File: src/dir_defs.vh
// Constants for the digital input routing block
`ifndef DIR_DEFS_VH
`define DIR_DEFS_VH
// Timing
`define DIR_CLK_MHZ        100
`define DIR_SAMPLE_US      1000
`define DIR_SAMPLE_CYC     (`DIR_SAMPLE_US * `DIR_CLK_MHZ)
`define DIR_CNT_W          17
// Register byte offsets
`define DIR_OFS_SFEN       8'h00
`define DIR_OFS_PINCFG     8'h04
`define DIR_OFS_ROUTED     8'h08
`define DIR_OFS_RAW        8'h0c
`define DIR_OFS_ISTAT      8'h10
`define DIR_OFS_IMASK      8'h14
`define DIR_OFS_FRO        8'h18
`define DIR_ROUTE_BIT      7
// Field positions
`define DIR_SF_NEG_BIT     0
`define DIR_SF_POS_BIT     1
`define DIR_SF_HOME_BIT    2
`define DIR_SF_ILK_BIT     3
`define DIR_PIN_LVL_BIT    0
`define DIR_PIN_PU_LSB     16
`define DIR_IRQ_ILK_BIT    0
`define DIR_IRQ_CHG_BIT    1
`define DIR_IRQ_W          2
// Reset values
`define DIR_RST_SFEN       4'h0
`define DIR_RST_LVL        1'b0
`define DIR_RST_PU         16'h0000
`define DIR_RST_FRO        16'h0000
`define DIR_RST_ROUTE      8'h00
// Source codes
`define DIR_SRC_PHYS_LO    7'h01
`define DIR_SRC_PHYS_HI    7'h10
`define DIR_SRC_HALL_U     7'h41
`define DIR_SRC_ENC_I      7'h46
`define DIR_SRC_BLK_N      7'h51
`define DIR_SRC_BLK_P      7'h52
`define DIR_SRC_ANALOG     7'h5a
`define DIR_SRC_INV_BIT    7
// Bus answers
`define DIR_RESP_OKAY      2'b00
`define DIR_RESP_SLVERR    2'b10
`endif

File: src/dir_input_routing.v
// Digital input sampling, routing and interlock with AXI4-Lite registers
`timescale 1ns/10ps
`include "dir_defs.vh"

// Functional notes
// - Sample all inputs once per millisecond
// - Pull-down: open or grounded pin reads 0
// - Pull-up: open reads 1, grounded reads 0
// - Level select picks 5 V or 24 V threshold
// - Show routed word and raw input status
// - Bits 0-3: limits, home, interlock release
// - Each routed bit uses its own source
// - Route entry n drives bit n
// - Code 0 is zero, 1-16 physical inputs
// - Hall, encoder, block and analog source codes
// - Code plus 0x80 inverts the source
// - Interlock low forces error and drops motion permit
// - Interlock ignored unless enable bit 3 set
module dir_input_routing #(
   parameter SAMPLE_CYCLES = `DIR_SAMPLE_CYC
) (
   input  wire        mclk,            // System clock, 100 MHz
   input  wire        rst_n,           // Asynchronous reset, active low
   input  wire [15:0] pin_conn,        // Pin is driven externally (not open)
   input  wire [15:0] pin_ge5,         // Pin voltage at or above 5 V threshold
   input  wire [15:0] pin_ge24,        // Pin voltage at or above 24 V threshold
   input  wire [2:0]  hall_uvw,        // Hall inputs U, V, W
   input  wire [2:0]  enc_abi,         // Encoder A, B, index
   input  wire        block_neg,       // Negative block signal
   input  wire        block_pos,       // Positive block signal
   input  wire        analog_dig,      // Analog input as digital level
   input  wire [7:0]  s_axi_awaddr,    // Write address
   input  wire        s_axi_awvalid,   // Write address valid
   output wire        s_axi_awready,   // Write address ready
   input  wire [31:0] s_axi_wdata,     // Write data
   input  wire [3:0]  s_axi_wstrb,     // Write byte strobes
   input  wire        s_axi_wvalid,    // Write data valid
   output wire        s_axi_wready,    // Write data ready
   output reg  [1:0]  s_axi_bresp,     // Write response
   output reg         s_axi_bvalid,    // Write response valid
   input  wire        s_axi_bready,    // Write response ready
   input  wire [7:0]  s_axi_araddr,    // Read address
   input  wire        s_axi_arvalid,   // Read address valid
   output wire        s_axi_arready,   // Read address ready
   output reg  [31:0] s_axi_rdata,     // Read data
   output reg  [1:0]  s_axi_rresp,     // Read response
   output reg         s_axi_rvalid,    // Read data valid
   input  wire        s_axi_rready,    // Read data ready
   output reg         limit_neg,       // Negative limit switch active
   output reg         limit_pos,       // Positive limit switch active
   output reg         home_switch,     // Home switch active
   output reg         motion_permit,   // Motion allowed by interlock
   output reg         error_state,     // Interlock error state
   output reg  [15:0] fault_reaction,  // Configured fault reaction option
   output wire        irq              // Interrupt, active high level
);

   localparam integer          CNT_LAST_I = SAMPLE_CYCLES - 1;
   localparam [`DIR_CNT_W-1:0] CNT_LAST   = CNT_LAST_I[`DIR_CNT_W-1:0];

   // Source selection for one routed bit
   function route_sel;
      input [7:0]  code;
      input [15:0] phys;
      input [8:0]  misc;
      reg   [6:0]  b;
      reg   [3:0]  pidx;
      reg   [2:0]  midx;
      reg          v;
      begin
         b = code[6:0];
         pidx = code[3:0] - 4'h1;
         midx = code[2:0] - 3'h1;
         v = 1'b0;
         if (b >= `DIR_SRC_PHYS_LO && b <= `DIR_SRC_PHYS_HI)
            v = phys[pidx];
         else if (b >= `DIR_SRC_HALL_U && b <= `DIR_SRC_ENC_I)
            v = misc[midx];
         else if (b == `DIR_SRC_BLK_N)
            v = misc[6];
         else if (b == `DIR_SRC_BLK_P)
            v = misc[7];
         else if (b == `DIR_SRC_ANALOG)
            v = misc[8];
         route_sel = v ^ code[`DIR_SRC_INV_BIT];
      end
   endfunction

   // Register map decode, shared by read and write paths
   function is_mapped;
      input [7:0] a;
      begin
         is_mapped = a[`DIR_ROUTE_BIT] ||
                     a == `DIR_OFS_SFEN  || a == `DIR_OFS_PINCFG ||
                     a == `DIR_OFS_ROUTED || a == `DIR_OFS_RAW ||
                     a == `DIR_OFS_ISTAT || a == `DIR_OFS_IMASK ||
                     a == `DIR_OFS_FRO;
      end
   endfunction

   function [31:0] merge;
      input [31:0] old;
      input [31:0] din;
      input [3:0]  strb;
      integer k;
      begin
         merge = old;
         for (k = 0; k < 4; k = k + 1) begin
            if (strb[k])
               merge[k*8 +: 8] = din[k*8 +: 8];
         end
      end
   endfunction

   reg [`DIR_CNT_W-1:0] cnt_ff;
   reg                  tick_ff;
   reg [3:0]            sfen_ff;
   reg                  lvl_ff;
   reg [15:0]           pu_ff;
   reg [15:0]           fro_ff;
   reg [7:0]            route_ff [0:31];
   reg [31:0]           routed_ff;
   reg [31:0]           raw_ff;
   reg [`DIR_IRQ_W-1:0] istat_ff;
   reg [`DIR_IRQ_W-1:0] imask_ff;
   reg                  aw_full_ff;
   reg [7:0]            awaddr_ff;
   reg                  w_full_ff;
   reg [31:0]           wdata_ff;
   reg [3:0]            wstrb_ff;

   wire [15:0]           phys_lvl;
   wire [8:0]            misc_lvl;
   wire [31:0]           nxt_routed;
   wire [31:0]           nxt_raw;
   wire                  do_wr;
   wire                  do_rd;
   wire                  ilk_low;
   wire [`DIR_IRQ_W-1:0] evt;
   reg  [`DIR_IRQ_W-1:0] w1c;
   reg  [31:0]           rd_mux;
   wire [31:0]           pin_merged;
   wire [31:0]           fro_merged;

   // Electrical conversion of each physical pin
   genvar gi;
   generate
      for (gi = 0; gi < 16; gi = gi + 1) begin : g_pin
         assign phys_lvl[gi] = pin_conn[gi] ?
                               (lvl_ff ? pin_ge24[gi] : pin_ge5[gi]) :
                               pu_ff[gi];
      end
      for (gi = 0; gi < 32; gi = gi + 1) begin : g_route
         assign nxt_routed[gi] = route_sel(route_ff[gi], phys_lvl, misc_lvl);
      end
   endgenerate

   assign misc_lvl = {analog_dig, block_pos, block_neg, enc_abi, hall_uvw};
   assign nxt_raw  = {7'h00, misc_lvl, phys_lvl};

   // Byte-lane merges keep the lanes that a write leaves untouched
   assign pin_merged = merge({pu_ff, 16'h0000}, wdata_ff, wstrb_ff);
   assign fro_merged = merge({16'h0000, fro_ff}, wdata_ff, wstrb_ff);

   // Millisecond sample tick
   always @(posedge mclk or negedge rst_n) begin
      if (!rst_n) begin
         cnt_ff  <= {`DIR_CNT_W{1'b0}};
         tick_ff <= 1'b0;
      end else begin
         tick_ff <= (cnt_ff == CNT_LAST);
         if (cnt_ff == CNT_LAST)
            cnt_ff <= {`DIR_CNT_W{1'b0}};
         else
            cnt_ff <= cnt_ff + 1'b1;
      end
   end

   assign ilk_low = sfen_ff[`DIR_SF_ILK_BIT] & ~nxt_routed[3];
   assign evt[`DIR_IRQ_ILK_BIT] = tick_ff & ilk_low & ~error_state;
   assign evt[`DIR_IRQ_CHG_BIT] = tick_ff & (nxt_routed != routed_ff);

   // Sampled words and special functions
   always @(posedge mclk or negedge rst_n) begin
      if (!rst_n) begin
         routed_ff     <= 32'h0000_0000;
         raw_ff        <= 32'h0000_0000;
         limit_neg     <= 1'b0;
         limit_pos     <= 1'b0;
         home_switch   <= 1'b0;
         motion_permit <= 1'b1;
         error_state   <= 1'b0;
      end else if (tick_ff) begin
         routed_ff     <= nxt_routed;
         raw_ff        <= nxt_raw;
         limit_neg     <= sfen_ff[`DIR_SF_NEG_BIT] & nxt_routed[0];
         limit_pos     <= sfen_ff[`DIR_SF_POS_BIT] & nxt_routed[1];
         home_switch   <= sfen_ff[`DIR_SF_HOME_BIT] & nxt_routed[2];
         motion_permit <= ~ilk_low;
         error_state   <= ilk_low;
      end
   end

   // AXI4-Lite write channel
   assign s_axi_awready = ~aw_full_ff & ~s_axi_bvalid;
   assign s_axi_wready  = ~w_full_ff & ~s_axi_bvalid;
   assign do_wr         = aw_full_ff & w_full_ff & ~s_axi_bvalid;

   always @(posedge mclk or negedge rst_n) begin
      if (!rst_n) begin
         aw_full_ff   <= 1'b0;
         awaddr_ff    <= 8'h00;
         w_full_ff    <= 1'b0;
         wdata_ff     <= 32'h0000_0000;
         wstrb_ff     <= 4'h0;
         s_axi_bvalid <= 1'b0;
         s_axi_bresp  <= `DIR_RESP_OKAY;
      end else begin
         if (s_axi_awvalid && s_axi_awready) begin
            aw_full_ff <= 1'b1;
            awaddr_ff  <= s_axi_awaddr;
         end
         if (s_axi_wvalid && s_axi_wready) begin
            w_full_ff <= 1'b1;
            wdata_ff  <= s_axi_wdata;
            wstrb_ff  <= s_axi_wstrb;
         end
         if (do_wr) begin
            aw_full_ff   <= 1'b0;
            w_full_ff    <= 1'b0;
            s_axi_bvalid <= 1'b1;
            s_axi_bresp  <= is_mapped(awaddr_ff) ? `DIR_RESP_OKAY : `DIR_RESP_SLVERR;
         end else if (s_axi_bvalid && s_axi_bready) begin
            s_axi_bvalid <= 1'b0;
         end
      end
   end

   always @* begin
      w1c = {`DIR_IRQ_W{1'b0}};
      if (do_wr && awaddr_ff == `DIR_OFS_ISTAT && wstrb_ff[0])
         w1c = wdata_ff[`DIR_IRQ_W-1:0];
   end

   // Configuration registers
   integer ri;
   always @(posedge mclk or negedge rst_n) begin
      if (!rst_n) begin
         sfen_ff        <= `DIR_RST_SFEN;
         lvl_ff         <= `DIR_RST_LVL;
         pu_ff          <= `DIR_RST_PU;
         fro_ff         <= `DIR_RST_FRO;
         imask_ff       <= {`DIR_IRQ_W{1'b0}};
         istat_ff       <= {`DIR_IRQ_W{1'b0}};
         fault_reaction <= `DIR_RST_FRO;
         for (ri = 0; ri < 32; ri = ri + 1)
            route_ff[ri] <= `DIR_RST_ROUTE;
      end else begin
         // New events win over a same-cycle clear
         istat_ff       <= (istat_ff & ~w1c) | evt;
         fault_reaction <= fro_ff;
         if (do_wr) begin
            if (awaddr_ff[`DIR_ROUTE_BIT]) begin
               if (wstrb_ff[0])
                  route_ff[awaddr_ff[6:2]] <= wdata_ff[7:0];
            end else begin
               case (awaddr_ff)
                  `DIR_OFS_SFEN: begin
                     if (wstrb_ff[0])
                        sfen_ff <= wdata_ff[3:0];
                  end
                  `DIR_OFS_PINCFG: begin
                     if (wstrb_ff[0])
                        lvl_ff <= wdata_ff[`DIR_PIN_LVL_BIT];
                     pu_ff <= pin_merged[`DIR_PIN_PU_LSB +: 16];
                  end
                  `DIR_OFS_IMASK: begin
                     if (wstrb_ff[0])
                        imask_ff <= wdata_ff[`DIR_IRQ_W-1:0];
                  end
                  `DIR_OFS_FRO: begin
                     fro_ff <= fro_merged[15:0];
                  end
                  default: begin
                  end
               endcase
            end
         end
      end
   end

   assign irq = |(istat_ff & imask_ff);

   // AXI4-Lite read channel
   assign s_axi_arready = ~s_axi_rvalid;
   assign do_rd         = s_axi_arvalid & s_axi_arready;

   always @* begin
      rd_mux = 32'h0000_0000;
      if (s_axi_araddr[`DIR_ROUTE_BIT]) begin
         rd_mux = {24'h000000, route_ff[s_axi_araddr[6:2]]};
      end else begin
         case (s_axi_araddr)
            `DIR_OFS_SFEN:   rd_mux = {28'h0000000, sfen_ff};
            `DIR_OFS_PINCFG: rd_mux = {pu_ff, 15'h0000, lvl_ff};
            `DIR_OFS_ROUTED: rd_mux = routed_ff;
            `DIR_OFS_RAW:    rd_mux = raw_ff;
            `DIR_OFS_ISTAT:  rd_mux = {30'h00000000, istat_ff};
            `DIR_OFS_IMASK:  rd_mux = {30'h00000000, imask_ff};
            `DIR_OFS_FRO:    rd_mux = {16'h0000, fro_ff};
            default:         rd_mux = 32'h0000_0000;
         endcase
      end
   end

   always @(posedge mclk or negedge rst_n) begin
      if (!rst_n) begin
         s_axi_rvalid <= 1'b0;
         s_axi_rdata  <= 32'h0000_0000;
         s_axi_rresp  <= `DIR_RESP_OKAY;
      end else if (do_rd) begin
         s_axi_rvalid <= 1'b1;
         s_axi_rdata  <= rd_mux;
         s_axi_rresp  <= is_mapped(s_axi_araddr) ? `DIR_RESP_OKAY : `DIR_RESP_SLVERR;
      end else if (s_axi_rvalid && s_axi_rready) begin
         s_axi_rvalid <= 1'b0;
      end
   end

endmodule // dir_input_routing

File: config.mk
export PLATFORM = sky130hd
export DESIGN_NAME = dir_input_routing
export DESIGN_NICKNAME = d
export VERILOG_FILES = /design/src/dir_input_routing.v
export VERILOG_INCLUDE_DIRS = /design/src
export SDC_FILE = /design/constraint.sdc
export NUM_CORES = 2
export LEC_CHECK = 0
export BUFFER_PORTS_ARGS = -buffer_cell sky130_fd_sc_hd__buf_2
export CORE_ASPECT_RATIO = 1.25
export CORE_UTILIZATION = 63
export CTS_CLUSTER_DIAMETER = 50
export DETAILED_ROUTE_END_ITERATION = 6
export MAX_ROUTING_LAYER = met4
export PLACE_DENSITY_LB_ADDON = 0.15
export SYNTH_ARGS = -nofsm -noshare
export SYNTH_HDL_FRONTEND = slang
export SYNTH_SLANG_ARGS = --single-unit
export TNS_END_PERCENT = 1
File: constraint.sdc
create_clock -name mclk -period 4.19 [get_ports mclk]
set_input_delay 0.419 -clock mclk [delete_from_list [all_inputs] [get_ports mclk]]
set_output_delay 0.419 -clock mclk [all_outputs]
set_load 0.05 [all_outputs]
-- After elaboration in Yosys (flattened, before gate mapping)
Index checks and enable logic that the tools add are counted.
- bits in latches: 0
- ROM bits: 0
- word-level logic and storage cells: 928
- RAM bits: 0
- memories kept: 0
- flip-flop bits (word level): 477
- output and inout port bits: 63
- input port bits: 116
- eq/ne operators: 110
- bitwise logic cells: 58
- $add $sub $neg: 65
- reductions and logical operators: 100
- multipliers: 0
- shift-type cells: 0
- div/mod/pow operators: 0
- muxes and demuxes: 340
- $lt $le $gt $ge: 195
- operators with widths (kind ; number):
    $eq A7 B7 Y1 const B ; 96
    $mux W1 ; 264
    $bwmux W256 ; 1
    $ge A7 B1 Y1 const B ; 32
    $ge A7 B7 Y1 const B ; 32
    $le A7 B5 Y1 const B ; 32
    $le A7 B7 Y1 const B ; 32
    $pmux W32 S7 ; 1
    $lt A3 B5 Y1 const B ; 32
    $lt A4 B5 Y1 const B ; 32
    $bmux W1 S4 ; 32
    $sub A4 B1 Y4 const B ; 32
    $bmux W1 S3 ; 32
    $sub A3 B1 Y3 const B ; 32
    $logic_and A1 B1 Y1 ; 71
    $eq A8 B5 Y1 const B ; 6
    $bmux W8 S5 ; 1
    $demux W8 S5 ; 1
    $eq A8 B4 Y1 const B ; 4
    $mux W32 ; 1
    $ne A32 B32 Y1 ; 1
    $xor A1 B1 Y1 ; 32
    $reduce_and A4 Y1 ; 7
    $mux W8 ; 3
    other kinds (18) ; 59

-- Depth between registers and ports, before layout
- word-level depth: 12
- gate-level depth with buffers: 14
- depth with buffers taken out: 12

-- Worst setup path after synthesis
Ideal clock, no wire load.
- kind: reg-to-reg
- start point: register route_ff[0] (netlist name)
- end point: register istat_ff[1]
- arrival: 3519 ps
- clock period less this slack: 3648 ps
- data required time: 4061 ps
- library setup time: 129 ps
- setup slack: 542 ps
- stages on the path, launching flop included: 13
- cell sequence: dfrtp_1 -> clkbuf_1 -> inv_1 -> ha_1 -> xnor2_1 -> mux4_2 -> a2111oi_0 -> a211oi_1 -> xnor2_1 -> nand2_1 -> nor4_2 -> nand4_1 -> o41a_1
- cells in the longest elaborated chain, start to end: 10
- elaborated cells between the ends (all ways): 24
- classes of those cells: add/sub: 2; order compare: 4; eq/ne: 4; mux: 9; bitwise: 3; reduce/logical: 2
- RTL lines (what ; RTL line ; source):
    start, declared ; dir_input_routing.v:121 ; reg [7:0] route_ff [0:31];
    start signal, assigned by index ; dir_input_routing.v:257 ; route_ff[ri] <= `DIR_RST_ROUTE;
    start signal, assigned by index ; dir_input_routing.v:265 ; route_ff[awaddr_ff[6:2]] <= wdata_ff[7:0];
    branches (longest 5 deep; another with $sub A4 B1 Y4) ; n/a ;
    $mux W1 (*) ; dir_input_routing.v:75 ; if (b >= `DIR_SRC_PHYS_LO && b <= `DIR_SRC_PHYS_HI)
    $xor A1 B1 Y1 (*) ; dir_input_routing.v:85 ; route_sel = v ^ code[`DIR_SRC_INV_BIT];
    $ne A32 B32 Y1 (*) ; dir_input_routing.v:181 ; assign evt[`DIR_IRQ_CHG_BIT] = tick_ff & (nxt_routed != routed_ff);
    $and A1 B1 Y1 (*) ; dir_input_routing.v:181 ;
    $or A2 B2 Y2 (*) ; dir_input_routing.v:260 ; istat_ff <= (istat_ff & ~w1c) | evt;
    end signal, assigned ; dir_input_routing.v:254 ; istat_ff <= {`DIR_IRQ_W{1'b0}};
    end signal, assigned ; dir_input_routing.v:260 ;
    end, declared ; dir_input_routing.v:124 ; reg [`DIR_IRQ_W-1:0] istat_ff;
Every way passes the cells marked *. The select of a mux whose other input is x is not followed.
A chain may end at the register's enable or synchronous reset.

-- Final worst setup path
- start point: register lvl_ff
- end point: register istat_ff[1]
- cells in the longest elaborated chain, start to end: 9
- elaborated cells between the ends (all ways): 163
- classes of those cells: eq/ne: 1; mux: 128; bitwise: 34
- RTL lines (what ; RTL line ; source):
    start, declared ; dir_input_routing.v:118 ; reg lvl_ff;
    start signal, assigned ; dir_input_routing.v:250 ; lvl_ff <= `DIR_RST_LVL;
    start signal, assigned ; dir_input_routing.v:274 ; lvl_ff <= wdata_ff[`DIR_PIN_LVL_BIT];
    $mux W1 ; dir_input_routing.v:150 ; (lvl_ff ? pin_ge24[gi] : pin_ge5[gi]) :
    $mux W1 ; dir_input_routing.v:149 ; assign phys_lvl[gi] = pin_conn[gi] ?
    $bmux W1 S4 ; dir_input_routing.v:76 ; v = phys[pidx];
    $mux W1 (implied by the code) ; dir_input_routing.v:76 ;
    $mux W1 ; dir_input_routing.v:75 ;
    $xor A1 B1 Y1 ; dir_input_routing.v:85 ;
    $ne A32 B32 Y1 (*) ; dir_input_routing.v:181 ;
    $and A1 B1 Y1 (*) ; dir_input_routing.v:181 ;
    $or A2 B2 Y2 (*) ; dir_input_routing.v:260 ;
Mark *: on every way between the ends. The rest lies on a longest branch, timed or not. The select of a mux whose other input is x is not followed.

==> run_results.csv <==
group,metric,value,unit
floorplanning,pin_count,179,
grt,grt_antenna_before_repair,12,
setup_path,reg2reg_depth,13,
grt,grt_pass1_wl,202.3,mm
run_status,failed_checks,"design-rule violations, negative setup slack",
clock_tree,cts_sinks,475,
pwr,power.share.clock,20.2,%
logic_synthesis,synth-edff-count,0,
logic_synthesis,yosysUniqueCellTypes,86,
grt,grt_pass1_vias,30760,
setup_path,critPathCaptureType,"flip-flop",
grt,grt_max_degree,98,
pwr,power.density,641.0,nW/µm²
pwr,vdd.ir_drop.worst,0.6407,mV
clock_tree,clk_pin_slew,70,ps
floorplanning,initial_core_util,64.22,%
logic_synthesis,synth_warnings,0,
setup_path,required,4710,ps
pwr,p_comb_share,52.4,%
drt,vias,31237,
logic_synthesis,yosysTopAreaCell,"dfrtp_1",
logic_synthesis,synth_area,34070,µm²
logic_synthesis,synthMostInstantiatedCell,"dfrtp_1",
logic_synthesis,synthArstFlopShare,100.0,%
min_path,worstHoldPathType,"in -> reg",
placed_design,hpwl,100.6,mm
drt,vias_per_cell,7.420,
logic_synthesis,syn-mean-instance-area,10.78,µm²
grt,grtUsageMet1,60.29,%
timing,worst_slew_pin_slew,1211,ps
run_status,status,"complete, but fails checks",
logic_synthesis,synth-simple-area-share,11.39,%
layout,drive_above_1_share,35.68,%
placed_design,place_ws,-265.7,ps
pwr,internal_power,14190,µW
setup_path,worstSetupPathType,"reg -> reg",
logic_synthesis,synth_xor_area_share,4.577,%
pwr,p_leak,0.01733,µW
layout,final.fill_count,3452,
drt,remaining_drc_errors,1,
min_path,min_path_cells,3,
timing,fin_crit,4239,ps
clock_tree,clk_latency,640,ps
timing,worst_slack,-49.17,ps
timing,period_share,101.2,%
logic_synthesis,synth-compound-area-share,12.14,%
logic_synthesis,yosys-top-cells-count,"dfrtp_1 (474), mux2_2 (404), clkbuf_1 (237)",
job,maxCapViolCount,0,
pwr,power.total,25480,µW
grt,globalRouteTotalUtil,52.22,%
layout,num-nets-final,3643,
floorplanning,fp-row-count,94,
placed_design,numPortBuffers,176,
timing,finalSetupViolCount,1,
placed_design,routabilityCongestion,1.130,
pwr,seq_power_share,27.4,%
timing,clock_skew,20.92,ps
drt,drtIter0Drc,4565,
timing,hold_viol,0,
logic_synthesis,synth_top_area_share,34.82,%
grt,use_met3,12.75,%
drt,ant_nets,0,
floorplanning,die_w,210.0,µm
pwr,p_sw_share,44.32,%
logic_synthesis,synth_top_family_by_area,"multiplexers",
setup_path,crit_fanout,13,
logic_synthesis,synth_flop_cell,"dfrtp_1",
logic_synthesis,synth.area.top_cells,"dfrtp_1 (35%), mux2_2 (13%), mux4_2 (13%), ha_1 (3.6%), xnor2_1 (2.8%)",
clock_tree,numCtsBuffers,54,
setup_path,cp.arrival,4760,ps
layout,area_delta_synth_final,16.69,%
drt,wire_per_inst,32.89,µm
drt,wl,138.5,mm
logic_synthesis,ys_seq_area_share,34.90,%
timing,max_freq,235.9,MHz
clock_tree,clockBufferDepth,3,
floorplanning,die_h,262.0,µm
logic_synthesis,synth_seq_cells,475,
timing,max_slew_margin,19.24,%
logic_synthesis,synthAdderAreaFrac,3.563,%
clock_tree,root_buffer,"clkbuf_16",
grt,grt_busiest_layer,"met2",
timing,setup_tns,-49.17,ps
logic_synthesis,syn_inst,3160,
timing,slew_viol_final,0,
pwr,p_sw,11290,µW
drt,dr.pass1.iters,7,
logic_synthesis,synthMuxAreaShare,29.14,%
timing,hold_slack,6.363,ps
floorplanning,core-area,53040,µm²
floorplanning,die_area,55010,µm²
setup_path,critPathLaunchType,"flip-flop",
grt,met2_usage,76.80,%
clock_tree,cts-htree-levels,2,
grt,overflow,0,
clock_tree,tritoncts,"built",
==> routing by layer <==
layer / share of wire (%) / vias up
met5: 0 / -
met4: 11 / 0
met3: 12 / 780
met2: 44 / 2546
met1: 33 / 15357
li1: - / 12554
==> path summary, 6_finish.rpt <==
kind,from,endpoint,slack (ps)
setup / recovery,lvl_ff$_DFFE_PN0P_,istat_ff[1]$_DFF_PN0_,-50
hold / removal,s_axi_wstrb[0],wstrb_ff[0]$_DFFE_PN0P_,6
setup reg to reg,lvl_ff$_DFFE_PN0P_,istat_ff[1]$_DFF_PN0_,-50
hold reg to reg,fro_ff[0]$_DFFE_PN0P_,fault_reaction[0]$_DFF_PN0_,410
max in group asynchronous,rst_n,motion_permit$_DFFE_PN1P_,2580
min in group asynchronous,rst_n,route_ff[222]$_DFFE_PN0P_,380
==> sequential cells by signal (all words and copies together) (netlist names), 16 cells and up <==
name,count
cnt_ff,17
pu_ff,16
wdata_ff,32
fault_reaction,16
routed_ff,32
s_axi_rdata,32
raw_ff,25
fro_ff,16
route_ff,256
==> cells in the final DEF, fill, tap and decap left out, types with 39 or more instances in the layout <==
cell       instances
dfrtp_1          469
mux2_2           404
buf_4            260
nand2_1          232
mux4_2           196
buf_2            173
nor2_1           165
inv_1            114
xnor2_1          107
o21ai_0          102
ha_1              96
nand3_1           86
mux2i_1           73
xor2_1            68
a21oi_1           66
clkbuf_16         55
a211oi_1          53
nor3_1            51
o211ai_1          39
==> through the flow <==
step / std cells / util (%) / area (µm²)
4_1_cts: 4193 / 74.47 / 39500
6_report: 4210 / 74.94 / 39750
5_1_grt: 4206 / 74.92 / 39740
2_1_floorplan: 3161 / - / 34070
3_5_place_dp: 4081 / 70.45 / 37370
3_3_place_gp: 4081 / 70.45 / 37370
==> critical path: stages (launching register included) <==
cell and delay (ps):
dfrtp_2 380, buf_12 210, mux2i_4 440, a21oi_4 170, buf_12 190, mux4_2 440
mux4_2 480, a21oi_2 180, xnor2_1 190, xor2_1 190, nor4_2 310, nand4_1 240
buf_4 230, o41a_1 430
==> power by group through the flow <==
stage                     Clock [µW]  Sequential (µW)  Combinational, µW
after floorplan                    0             6210               8310
after global placement             0             6860              12200
after detailed placement           0             6950              12500
after CTS                       5160             6870              12600
after global routing            5330             7030              13900
final                           5150             6990              13300
==> cells by family after synthesis <==
kind of cell	Yosys count
AO/OA/AOI/OAI	580
buffers and inverters	378
other	1
flip-flops	475
adder cells (fa/ha/maj)	97
XOR/XNOR	178
multiplexers	689
AND/OR/NAND/NOR	762
==> cell type report <==
cell class                      instances  area (µm²)  share of cell area, %
Sequential cell                       475       11890                  29.92
Timing Repair Buffer                  473        3515                  8.842
Multi-Input combinational cell       2308       21010                  52.86
Clock buffer                           68        1485                  3.736
Tap cell                              720       900.9                  2.266
Inverter                              118       442.9                  1.114
Clock inverter                         33       461.7                  1.162
Antenna cell                           15       37.54                0.09443
==> what timing repair did <==
item,4_1_cts,5_1_grt
resized for setup,17,37
pin swaps,0,4
hold buffers,9,0
endpoints found under the setup margin,1,1
endpoints found under the hold margin,92,0
buffers inserted,2,2
Note: power is estimated with default switching activity, not from simulation.
